==> src/rtl/radio_mode_defs.svh <==
// Register offsets, field positions, reset values and timing counts.
`ifndef RADIO_MODE_DEFS_SVH
`define RADIO_MODE_DEFS_SVH

`define MODE_CONTROL_ADDR   6'h03
`define DATA_RATE_ADDR      6'h04
`define ANALOG_CONTROL_ADDR 6'h20
`define LOCK_COUNT_ADDR     6'h38

`define MODE_CONTROL_RESET  8'h00
`define DATA_RATE_RESET     8'h00
`define LOCK_COUNT_RESET    8'h64

`define RX_ENABLE_BIT       7
`define TX_ENABLE_BIT       6
`define CODE_HALF_BIT       5
`define LOCK_BYPASS_BIT     4
`define AMP_SOURCE_BIT      3
`define AMP_ENABLE_BIT      2
`define CODE_WIDTH_BIT      2
`define MODE_WRITE_MASK     8'hFC

`define CLK_PERIOD_NS       25
`define LOCK_UNIT_NS        2000
`define LOCK_UNIT_CYCLES    (`LOCK_UNIT_NS / `CLK_PERIOD_NS)

`endif

==> src/rtl/radio_mode_pkg.sv <==
// Types shared by the mode control block.
package radio_mode_pkg;
    typedef enum logic [3:0] {
        SETTLE_IDLE = 4'b0001,
        SETTLE_LOCK = 4'b0010,
        SETTLE_WAIT = 4'b0100,
        SETTLE_DONE = 4'b1000
    } settle_state_t;
endpackage

==> src/rtl/radio_mode_control.sv <==
// Mode control register with its data rate and lock count companions.
//
// Function
// - Bit 7 set enables receive mode.
// - Bit 6 set enables transmit mode.
// - Bit 5 picks upper or lower code half.
// - Half select only acts in 32-chip mode.
// - Settle delay is lock count times 2 us.
// - Bit 4 skips waiting for synthesizer lock.
// - Bit 3 chooses register or automatic amplifier control.
// - Register control: bit 2 drives amplifier enable.
// - Registers read and write.
`timescale 1ns/100ps
`include "radio_mode_defs.svh"
module radio_mode_control #(
    parameter int UNIT_CYCLES = `LOCK_UNIT_CYCLES
) (
    input  wire logic        ref_clk,
    input  wire logic        rst_n,
    input  wire logic [5:0]  regAddr,
    input  wire logic [7:0]  regWriteData,
    input  wire logic        regWrite,
    input  wire logic        regRead,
    input  wire logic        synthLocked,
    input  wire logic        basebandAmpEnable,
    input  wire logic [63:0] spreadCode,
    output logic [7:0]       regReadData,
    output logic             receiveMode,
    output logic             transmitMode,
    output logic [31:0]      activeCodeHalf,
    output logic             codeWidth32,
    output logic             amp_enable,
    output logic             synthSettled
);
    // ----------------------------------------------------------------
    // Register storage
    // ----------------------------------------------------------------
    logic [7:0] modeControl;
    logic [7:0] dataRate;
    logic [7:0] lockCount;
    logic       settledRaw;
    logic       settleStart;

    // Address match, shared by the write enables and the read mux.
    // One function keeps the three compares identical in width and form.
    function automatic logic addrIs(input logic [5:0] addr,
                                    input logic [5:0] target);
        addrIs = (addr == target);
    endfunction

    // Address decode for the three locally held registers.
    wire hitMode = addrIs(regAddr, `MODE_CONTROL_ADDR);
    wire hitRate = addrIs(regAddr, `DATA_RATE_ADDR);
    wire hitLock = addrIs(regAddr, `LOCK_COUNT_ADDR);

    // Per-register write enables; a write to any other address is
    // dropped here, since those registers live in other blocks.
    wire writeMode = regWrite && hitMode;
    wire writeRate = regWrite && hitRate;
    wire writeLock = regWrite && hitLock;

    // Field views of the mode control register.
    wire rxEnable                = modeControl[`RX_ENABLE_BIT];
    wire txEnable                = modeControl[`TX_ENABLE_BIT];
    wire spread_code_half_select = modeControl[`CODE_HALF_BIT];
    wire lockBypass              = modeControl[`LOCK_BYPASS_BIT];
    wire amp_control_source      = modeControl[`AMP_SOURCE_BIT];
    wire ampRegEnable            = modeControl[`AMP_ENABLE_BIT];

    // Field view of the data rate register: set means 32 chips per bit.
    wire wide32 = dataRate[`CODE_WIDTH_BIT];

    // Reserved low bits are masked before they reach the register.
    wire [7:0] writeModeValue = regWriteData & `MODE_WRITE_MASK;

    // A write that turns either path on restarts the synthesizer settle.
    // A write that leaves both paths as they were does not, so the host
    // can change the amplifier or code bits without losing settle time.
    wire modeTurnsOn = writeMode &&
        ((writeModeValue[`RX_ENABLE_BIT] && !rxEnable) ||
         (writeModeValue[`TX_ENABLE_BIT] && !txEnable));
    assign settleStart = modeTurnsOn;

    // The sequencer starts on the write edge itself, before the register
    // holds the new byte, so it is shown the bypass bit being written.
    // Taking the held bit instead would follow the previous mode.
    wire bypassNow = writeMode ? writeModeValue[`LOCK_BYPASS_BIT]
                               : lockBypass;

    // Code half: only in 32-chip mode does bit 5 steer it; else the low
    // half is presented so downstream sees a stable default.
    wire [31:0] next_codeHalf = (wide32 && spread_code_half_select) ?
        spreadCode[63:32] : spreadCode[31:0];

    // Amplifier enable source select. Under automatic control the
    // baseband level passes through one flop, so it lags by one cycle.
    wire next_ampEnable = amp_control_source ?
        ampRegEnable : basebandAmpEnable;

    // Read mux; unmapped addresses return zero since other registers
    // live in other blocks. Reads have no side effects here.
    wire [7:0] next_readData = hitMode ? modeControl :
                               hitRate ? dataRate    :
                               hitLock ? lockCount   : 8'h00;

    // Only a settled sequencer with a path enabled reports settled, so a
    // stale result from before both paths were turned off cannot leak.
    wire next_settled = settledRaw && (rxEnable || txEnable);

    // ----------------------------------------------------------------
    // Register writes
    // ----------------------------------------------------------------
    // Mode control byte; the reserved bits arrive already masked.
    always_ff @(posedge ref_clk or negedge rst_n) begin
        if (!rst_n) begin
            modeControl <= `MODE_CONTROL_RESET;
        end else if (writeMode) begin
            modeControl <= writeModeValue;
        end
    end

    // Data rate byte; only the code width bit is used here, but the whole
    // byte is kept so the host reads back what it wrote.
    always_ff @(posedge ref_clk or negedge rst_n) begin
        if (!rst_n) begin
            dataRate <= `DATA_RATE_RESET;
        end else if (writeRate) begin
            dataRate <= regWriteData;
        end
    end

    // Lock count byte in 2 us units. A change while the sequencer waits
    // takes effect at once, since the count is compared, not loaded.
    // Lowering it below the steps already done ends the wait at once.
    always_ff @(posedge ref_clk or negedge rst_n) begin
        if (!rst_n) begin
            lockCount <= `LOCK_COUNT_RESET;
        end else if (writeLock) begin
            lockCount <= regWriteData;
        end
    end

    // ----------------------------------------------------------------
    // Registered outputs
    // ----------------------------------------------------------------
    // Read data stands for the one cycle after a read and is zero
    // otherwise, so a host sampling late sees zero rather than old data.
    always_ff @(posedge ref_clk or negedge rst_n) begin
        if (!rst_n) begin
            regReadData <= 8'h00;
        end else begin
            regReadData <= regRead ? next_readData : 8'h00;
        end
    end

    // Path enables follow the register one cycle behind it. The receive
    // and transmit bits are independent; both set is passed on unchanged.
    always_ff @(posedge ref_clk or negedge rst_n) begin
        if (!rst_n) begin
            receiveMode  <= 1'b0;
            transmitMode <= 1'b0;
        end else begin
            receiveMode  <= rxEnable;
            transmitMode <= txEnable;
        end
    end

    // Spreading code half and the code width it depends on. The width
    // bit is exported so the correlators can agree with the half chosen.
    always_ff @(posedge ref_clk or negedge rst_n) begin
        if (!rst_n) begin
            activeCodeHalf <= 32'h00000000;
            codeWidth32    <= 1'b0;
        end else begin
            activeCodeHalf <= next_codeHalf;
            codeWidth32    <= wide32;
        end
    end

    // Amplifier enable from whichever source bit 3 selects. The register
    // enable bit is kept while automatic control is chosen, so switching
    // back restores the last written enable.
    always_ff @(posedge ref_clk or negedge rst_n) begin
        if (!rst_n) begin
            amp_enable <= 1'b0;
        end else begin
            amp_enable <= next_ampEnable;
        end
    end

    // Settled flag, gated by the path enables. It drops one cycle after
    // both paths are turned off, and a restart clears it.
    always_ff @(posedge ref_clk or negedge rst_n) begin
        if (!rst_n) begin
            synthSettled <= 1'b0;
        end else begin
            synthSettled <= next_settled;
        end
    end

    // ----------------------------------------------------------------
    // Synthesizer settle sequencer
    // ----------------------------------------------------------------
    // The sequencer restarts whenever a write turns a path on. With the
    // bypass bit set it counts straight away; with it clear it first waits
    // for the lock level. Either way the count is the lock count register
    // in 2 us units, so a count of zero settles right after the start or
    // the lock. A limitation: a lock level that drops during the count is
    // not watched again, as the count alone is trusted once lock was seen.
    settle_timer #(
        .UNIT_CYCLES (UNIT_CYCLES)
    ) settleTimer (
        .ref_clk     (ref_clk),
        .rst_n       (rst_n),
        .start       (settleStart),
        .lockBypass  (bypassNow),
        .synthLocked (synthLocked),
        .lockCount   (lockCount),
        .settled     (settledRaw)
    );
endmodule

==> src/rtl/settle_timer.sv <==
// Synthesizer settle sequencer: optional lock wait, then count delay.
`timescale 1ns/100ps
`include "radio_mode_defs.svh"
module settle_timer #(
    parameter int UNIT_CYCLES = `LOCK_UNIT_CYCLES
) (
    input  wire logic       ref_clk,
    input  wire logic       rst_n,
    input  wire logic       start,
    input  wire logic       lockBypass,
    input  wire logic       synthLocked,
    input  wire logic [7:0] lockCount,
    output logic            settled
);
    radio_mode_pkg::settle_state_t state;
    radio_mode_pkg::settle_state_t next_state;
    logic [15:0] unitCount;
    logic [7:0]  stepCount;
    logic        unitTick;
    logic        stepsDone;

    // One tick per 2 us unit of the lock count.
    assign unitTick  = (unitCount == 16'(UNIT_CYCLES - 1));
    assign stepsDone = (stepCount >= lockCount);

    // Next state; start always restarts so a write that turns a path on resettles.
    always_comb begin
        next_state = state;
        case (state)
            radio_mode_pkg::SETTLE_IDLE: begin
                if (start) begin
                    next_state = lockBypass ? radio_mode_pkg::SETTLE_WAIT
                                            : radio_mode_pkg::SETTLE_LOCK;
                end
            end
            radio_mode_pkg::SETTLE_LOCK: begin
                if (synthLocked) begin
                    next_state = radio_mode_pkg::SETTLE_WAIT;
                end
            end
            radio_mode_pkg::SETTLE_WAIT: begin
                if (stepsDone) begin
                    next_state = radio_mode_pkg::SETTLE_DONE;
                end
            end
            radio_mode_pkg::SETTLE_DONE: begin
                next_state = radio_mode_pkg::SETTLE_DONE;
            end
            default: begin
                next_state = radio_mode_pkg::SETTLE_IDLE;
            end
        endcase
        // A restart jumps straight into the new sequence; parking in idle
        // would wait for a second start that never comes.
        if (start) begin
            next_state = lockBypass ? radio_mode_pkg::SETTLE_WAIT
                                    : radio_mode_pkg::SETTLE_LOCK;
        end
    end

    // State and delay counters.
    always_ff @(posedge ref_clk or negedge rst_n) begin
        if (!rst_n) begin
            state     <= radio_mode_pkg::SETTLE_IDLE;
            unitCount <= 16'h0000;
            stepCount <= 8'h00;
            settled   <= 1'b0;
        end else begin
            state   <= next_state;
            settled <= (next_state == radio_mode_pkg::SETTLE_DONE);
            if (state != radio_mode_pkg::SETTLE_WAIT || unitTick || start) begin
                unitCount <= 16'h0000;
            end else begin
                unitCount <= unitCount + 16'h0001;
            end
            if (state != radio_mode_pkg::SETTLE_WAIT || start) begin
                stepCount <= 8'h00;
            end else if (unitTick && !stepsDone) begin
                stepCount <= stepCount + 8'h01;
            end
        end
    end
endmodule

==> config.mk <==
export PLATFORM = sky130hd
export DESIGN_NAME = radio_mode_control
export DESIGN_NICKNAME = d
export VERILOG_FILES = /design/src/rtl/radio_mode_pkg.sv /design/src/rtl/radio_mode_control.sv /design/src/rtl/settle_timer.sv
export VERILOG_INCLUDE_DIRS = /design/src /design/src/rtl
export SDC_FILE = /design/constraint.sdc
export NUM_CORES = 1
export LEC_CHECK = 0
export CAP_MARGIN = 25
export CORE_MARGIN = 10
export CORE_UTILIZATION = 25
export CTS_CLUSTER_DIAMETER = 60
export CTS_CLUSTER_SIZE = 16
export DETAILED_ROUTE_END_ITERATION = 6
export DONT_BUFFER_PORTS = 1
export GPL_ROUTABILITY_DRIVEN = 1
export GPL_TIMING_DRIVEN = 0
export PLACE_DENSITY = 0.36
export REMOVE_ABC_BUFFERS = 1
export SETUP_SLACK_MARGIN = 0.3
export SYNTH_ARGS = -nofsm -noshare
export SYNTH_HDL_FRONTEND = slang
export SYNTH_HIERARCHICAL = 1
export SYNTH_SLANG_ARGS = --single-unit
export TNS_END_PERCENT = 5
==> constraint.sdc <==
create_clock -name ref_clk -period 6.2 [get_ports ref_clk]
set_clock_uncertainty 0.15 [all_clocks]
set_input_delay 0.62 -clock ref_clk [delete_from_list [all_inputs] [get_ports ref_clk]]
set_output_delay 0.62 -clock ref_clk [all_outputs]
set_load 0.05 [all_outputs]
==> impl_metrics.env, run 1 <==
export IMPL_min_period_ns=3.09
export IMPL_ys_ff_latch=96
export IMPL_ys_types=47
export IMPL_initial_core_util_pct=25.3
export IMPL_pin_count=129
export IMPL_grt_max_degree=97
export IMPL_p_per_area_mw_per_mm2=293
export IMPL_tightest_slew_ns=0.731
export IMPL_rsz0062_at_grt="false"
export IMPL_status="complete, no violations"
export IMPL_die_w_um=152
export IMPL_max_vdd_ir_drop_mv=0.133
export IMPL_wl_per_cell_um=18.3
export IMPL_clkTransAtPathRegs_ns=0.07
export IMPL_drt_iter0_markers=66
export IMPL_mostFrequentLayoutCells="dfrtp_1 (92), mux2_2 (49), nor2_1 (22)"
export IMPL_first_pass_iters=6
export IMPL_dp_hpwl_um=7620
export IMPL_num_rows=48
export IMPL_cp_max_fo=16
export IMPL_leakage_nw=2.02
export IMPL_synth_cells=350
export IMPL_cts_tree="yes"
export IMPL_cts_htree_levels=3
export IMPL_hold_class="input port to asynchronous set/reset pin"
export IMPL_groute_usage_overall_pct=9.53
export IMPL_die_area_sq_mm=0.0230
export IMPL_worst_setup_path_start_kind="input port"
export IMPL_postLayoutCoreUtil_pct=28.6
export IMPL_cts_resized=0
export IMPL_die_h_um=152
export IMPL_r2r_start="lockCount[6]$_DFFE_PN1P_"
export IMPL_fin_tns_setup_ns=0
export IMPL_grt_first_pass_wirelength_um=17000
export IMPL_slew_viol_final=0
export IMPL_wl_um=10600
export IMPL_antenna_cells=0
export IMPL_syn_area_sq_mm=0.00432
export IMPL_yosysSeqAreaShare_pct=55.7
export IMPL_avgSynthCellArea_sq_um=12.4
export IMPL_core_sq_mm=0.0171
export IMPL_timing_hold_ws_ns=0.0546
export IMPL_gp_congestion=0.729
export IMPL_setup_viol_count_final=0
export IMPL_syn_to_final_growth_pct=13.4
export IMPL_drc_errors=0
export IMPL_clockRootBuffer="clkbuf_16"
export IMPL_grt_overflow_total=0
export IMPL_cp_data_arrival_time_ns=3.14
export IMPL_grt_pass1_vias=2986
export IMPL_cts_sinks=96
export IMPL_drv_cap=0
export IMPL_finalNetCount=444
export IMPL_clock_latency_ns=0.34
export IMPL_final_antenna_net_count=0
export IMPL_final_common_cell="dfrtp_1"
export IMPL_max_slew_margin_rel_pct=51.1
export IMPL_endpoint_kind="register"
export IMPL_vias_per_cell=4.69
export IMPL_numCtsBuffers=9
export IMPL_vias=2715
export IMPL_drive_above_1_share_pct=24.3
export IMPL_worstSetupPathType="input port to register"
export IMPL_hold_violations=0
export IMPL_fmax_mhz=324
export IMPL_antenna_found_initial=0
export IMPL_final_period_utilization_pct=49.9
export IMPL_io_buffers=0
export IMPL_clock_tree_buffer_depth=2
export IMPL_yosysWarnings=6
export IMPL_crit_required_ns=6.25
export IMPL_crit_start="regAddr[3]"
## routing by layer
metal	global-route usage (%)	part of all wire, %	vias to the layer above
li1	-	-	1264
met2	15.2	46	107
met3	5.17	11	8
met1	10.8	41	1336
met5	0	0	-
met4	2.76	0.90	0
## cells by family after synthesis
family / synth area share (%)
AOI/OAI and AO/OA: 7.15
xor gates and xnor gates: 3.04
adders and majority gates: 2.89
buffers and inverters: 3.38
DFF: 55.7
muxes: 14.8
and+or+nand+nor: 13.0
## power breakdown
part | switching [mW] | internal, mW
Sequential | 0.0763 | 0.661
Clock | 0.242 | 0.354
Combinational | 0.0536 | 0.0509
Total | 0.372 | 1.07
## registers in the layout (all words and copies together) (netlist names), 4 cells and up
register,count
activeCodeHalf,32
regReadData,8
settleTimer/state,4
dataRate,8
settleTimer/stepCount,8
lockCount,8
modeControl,6
settleTimer/unitCount,16
## metrics by stage
| step | worst slack, ns | cell area [sq um] | total power, mW | std cells |
|---|---|---|---|---|
| after floorplan | 3.33 | 4240 | 0.814 | 336 |
| after global placement | 2.68 | 4520 | 0.840 | 561 |
| after detailed placement | 2.70 | 4560 | 0.843 | 563 |
| after CTS | 3.07 | 4900 | 1.47 | 579 |
| after global routing | 2.83 | 4900 | 1.50 | 579 |
| final | 3.11 | 4900 | 1.44 | 579 |
## area by class of cell
cell class | count | area, sq um
tap | 225 | 282
sequential | 96 | 2410
inverter | 16 | 60.1
clock buffer | 9 | 225
timing repair buffer | 3 | 66.3
fill | 1775 | 12200
multi-input combinational | 224 | 1770
clock inverter | 6 | 91.3
## repair_timing
item	in CTS	in global routing
hold endpoints to repair	96	0
endpoints found under the setup margin	0	0
hold buffers	1	0
setup buffers	0	0
## final timing paths
path | to | depth (start not counted) | slack [ns]
setup / recovery | settleTimer/unitCount[2]$_DFF_PN0_ | 6 | 3.11
hold / removal | activeCodeHalf[14]$_DFF_PN0_ | 1 | 0.05
setup reg to reg | settleTimer/settled$_DFF_PN0_ | 7 | 3.57
hold reg to reg | codeWidth32$_DFF_PN0_ | 0 | 0.30
max in group asynchronous | settleTimer/state[0]$_DFF_PN1_ | 1 | 5.43
min in group ref_clk | regReadData[2]$_DFF_PN0_ | 2 | 0.26
## synthesized netlist by cell type (all sizes together)
cell     number  share of area [%]
nand4        14                2.0
dfstp         4                2.4
nor2         22                1.9
nor4          2               0.29
ha           10                2.9
nand2b        4               0.58
inv          16                1.4
a221oi        1               0.61
dfrtp        92                 53
or4           7                1.2
xor2          8                1.6
mux2         55                 15
and3          4               0.69
nand4b        1               0.20
nand2         9               0.84
nor3          3               0.46
a21boi        1               0.17
a21o          1               0.17
or2           2               0.29
buf          10                1.6
clkbuf        4               0.35
nor2b         2               0.29
o21a          1               0.17
and4b         1               0.26
nor4b         2               0.41
a21oi        13                1.5
or3           4               0.69
a2111oi       2               0.41
o31ai        12                2.1
xnor2         7                1.4
nand3        18                2.1
and4          3               0.61
nand3b        1               0.17
o211ai        1               0.17
a31oi         7                1.2
o21ai         6               0.69
## worst max-delay path, cell delays in order
cell and delay (ns):
or3_1 0.51, or3_4 0.51, a21oi_1 0.44, or3_1 0.38, or2_1 0.55, nor2_1 0.11
Note: power is estimated with default switching activity, not from simulation.
==> run 2, diff against run 1 <==
- clock period: 6.2 -> 3.2 ns (I/O delays scaled with it)
==> run 2 against run 1 <==
Sequential share of layout area decreased by 6.7 points; final cell count increased by 13%; die area unchanged; largest power group unchanged; highest routed layer unchanged.
==> impl_metrics.env, run 2 (same netlist as run 1, synthesis figures left out) <==
export IMPL_drt_iter0_markers=74
export IMPL_regMostFlops="activeCodeHalf"
export IMPL_setup_viol_count_final=0
export IMPL_seq_power_share_pct=49.8
export IMPL_swShare_pct=25.8
export IMPL_tightest_slew_ns=0.728
export IMPL_r2r_start="lockCount[6]$_DFFE_PN1P_"
export IMPL_multi_input_area_sq_mm=0.00177
export IMPL_pwr_share_clk_pct=40.3
export IMPL_cts_tree="yes"
export IMPL_wl_per_cell_um=17.2
export IMPL_max_slew_margin_rel_pct=51.3
export IMPL_reg_top3="activeCodeHalf: 32 flops, settleTimer/unitCount: 16 flops"
export IMPL_clockRootBuffer="clkbuf_16"
export IMPL_groute_usage_overall_pct=10.3
export IMPL_initial_core_util_pct=25.3
export IMPL_postLayoutCoreUtil_pct=33.2
export IMPL_endpoint_kind="register"
export IMPL_regToRegSetupSlack_ns=0.59
export IMPL_die_w_um=152
export IMPL_hold_violations=0
export IMPL_crit_required_ns=3.25
export IMPL_num_rows=48
export IMPL_slew_viol_final=0
export IMPL_worstSetupPathType="register to register"
export IMPL_crit_start="lockCount[6]$_DFFE_PN1P_"
export IMPL_clkTransAtPathRegs_ns=0.07
export IMPL_fmax_mhz=384
export IMPL_clock_tree_buffer_depth=2
export IMPL_regArea_sq_mm=0.00241
export IMPL_drc_errors=0
export IMPL_max_vdd_ir_drop_mv=0.261
export IMPL_drive_above_1_share_pct=20.1
export IMPL_vias=2999
export IMPL_cp_data_arrival_time_ns=2.66
export IMPL_largest_reg_flops=32
export IMPL_p_per_area_mw_per_mm2=504
export IMPL_dp_cells=563
export IMPL_status="complete, no violations"
export IMPL_antenna_found_initial=0
export IMPL_clock_latency_ns=0.34
export IMPL_final_antenna_net_count=0
export IMPL_rsz0062_at_grt="false"
export IMPL_pin_count=129
export IMPL_die_h_um=152
export IMPL_cts_sinks=96
export IMPL_grt_pass1_vias=3334
export IMPL_rr_endpoint="settleTimer/settled$_DFF_PN0_"
export IMPL_vias_per_cell=4.56
export IMPL_mostFrequentLayoutCells="dfrtp_1 (92), dlygate4sd3_1 (78), mux2_2 (49)"
export IMPL_dp_hpwl_um=7620
export IMPL_hold_class="input port to register"
export IMPL_cts_htree_levels=3
export IMPL_min_period_ns=2.61
export IMPL_crit_end="settleTimer/settled$_DFF_PN0_"
export IMPL_first_pass_iters=4
export IMPL_leakage_nw=2.35
export IMPL_worst_setup_path_start_kind="register"
export IMPL_gp_congestion=0.729
export IMPL_grt_max_degree=97
export IMPL_finalNonFillerCells=657
export IMPL_syn_to_final_growth_pct=31.4
export IMPL_wl_um=11300
export IMPL_final_period_utilization_pct=81.5
export IMPL_grt_first_pass_wirelength_um=18600
export IMPL_p_sw_uw=740
export IMPL_p_int_mw=2.13
export IMPL_finalNetCount=522
export IMPL_drv_cap=0
export IMPL_power_total_mw=2.87
export IMPL_io_buffers=0
export IMPL_antenna_cells=0
export IMPL_r2r_cells=7
export IMPL_nFillCells=1720
export IMPL_core_sq_mm=0.0171
export IMPL_numCtsBuffers=9
export IMPL_final_common_cell="dfrtp_1"
export IMPL_cp_max_fo=18
export IMPL_grt_overflow_total=0
export IMPL_combPwrFrac_pct=9.8
export IMPL_die_area_sq_mm=0.0230
run 2: cell types whose count changed in the layout (fill, tap and decap cells not counted):
cell	before	now
or2_1	1	0
dlygate4sd3_1	0	78
or2_2	1	2
run 2: timing repair:
action,CTS,global route
setup buffers,0,0
hold buffers,77,2
hold endpoints to repair,159,1
endpoints found under the setup margin,0,16
gates resized for setup,0,1
run 2: cell type report:
class,count,share of cell area [%]
sequential,96,42.4
multi-input combinational,224,31.2
timing repair buffer,81,14.9
tap,225,4.95
clock buffer,9,3.96
clock inverter,6,1.61
inverter,16,1.06
run 2: worst min path at each step:
stage | start | endpoint | slack, ns | cells after the start
final | regAddr[2] | regReadData[5]$_DFF_PN0_ | 0.01 | 2
after global routing | regAddr[2] | regReadData[5]$_DFF_PN0_ | 0.006 | 2
after CTS | regAddr[2] | regReadData[5]$_DFF_PN0_ | 0.00003 | 2
after detailed placement | rst_n | codeWidth32$_DFF_PN0_ | -0.12 | 0
after global placement | rst_n | codeWidth32$_DFF_PN0_ | -0.12 | 0
after floorplan | rst_n | activeCodeHalf[0]$_DFF_PN0_ | -0.13 | 0
run 2: through the flow:
| stage | instance area, sq um | setup WS, ns | TNS (ns) | hold WS, ns |
|---|---|---|---|---|
| after floorplan | 4240 | 0.628 | 0 | -0.126 |
| after global placement | 4520 | -0.0223 | -0.238 | -0.122 |
| after detailed placement | 4560 | 0.0000815 | 0 | -0.122 |
| after CTS | 5660 | 0.368 | 0 | 0.0000281 |
| after global routing | 5680 | 0.305 | 0 | 0.00553 |
| final | 5680 | 0.593 | 0 | 0.00957 |
run 2: metal layers:
layer | track usage (%) | routed length, um | vias to the layer above | part of all wire [%]
met2 | 16.7 | 5300 | 98 | 47
li1 | - | - | 1421 | -
met5 | 0 | 0 | - | 0
met1 | 12.0 | 4840 | 1473 | 43
met4 | 2.72 | 96 | 0 | 0.85
met3 | 4.81 | 1040 | 7 | 9.2
run 2: power by group through the flow:
stage	combinational (mW)	clock (mW)	sequential, mW
after floorplan	0.145	0	1.43
after global placement	0.172	0	1.45
after detailed placement	0.179	0	1.45
after CTS	0.286	1.21	1.43
after global routing	0.316	1.24	1.44
final	0.282	1.16	1.43
run 2: worst max-delay path, stage by stage, from the launching register on:
cell and delay (ns):
dfstp_2 0.54, inv_1 0.05, ha_1 0.30, and3_4 0.21, nand2_1 0.08, a31oi_2 0.59, o21ai_1 0.16, a2111oi_0 0.40
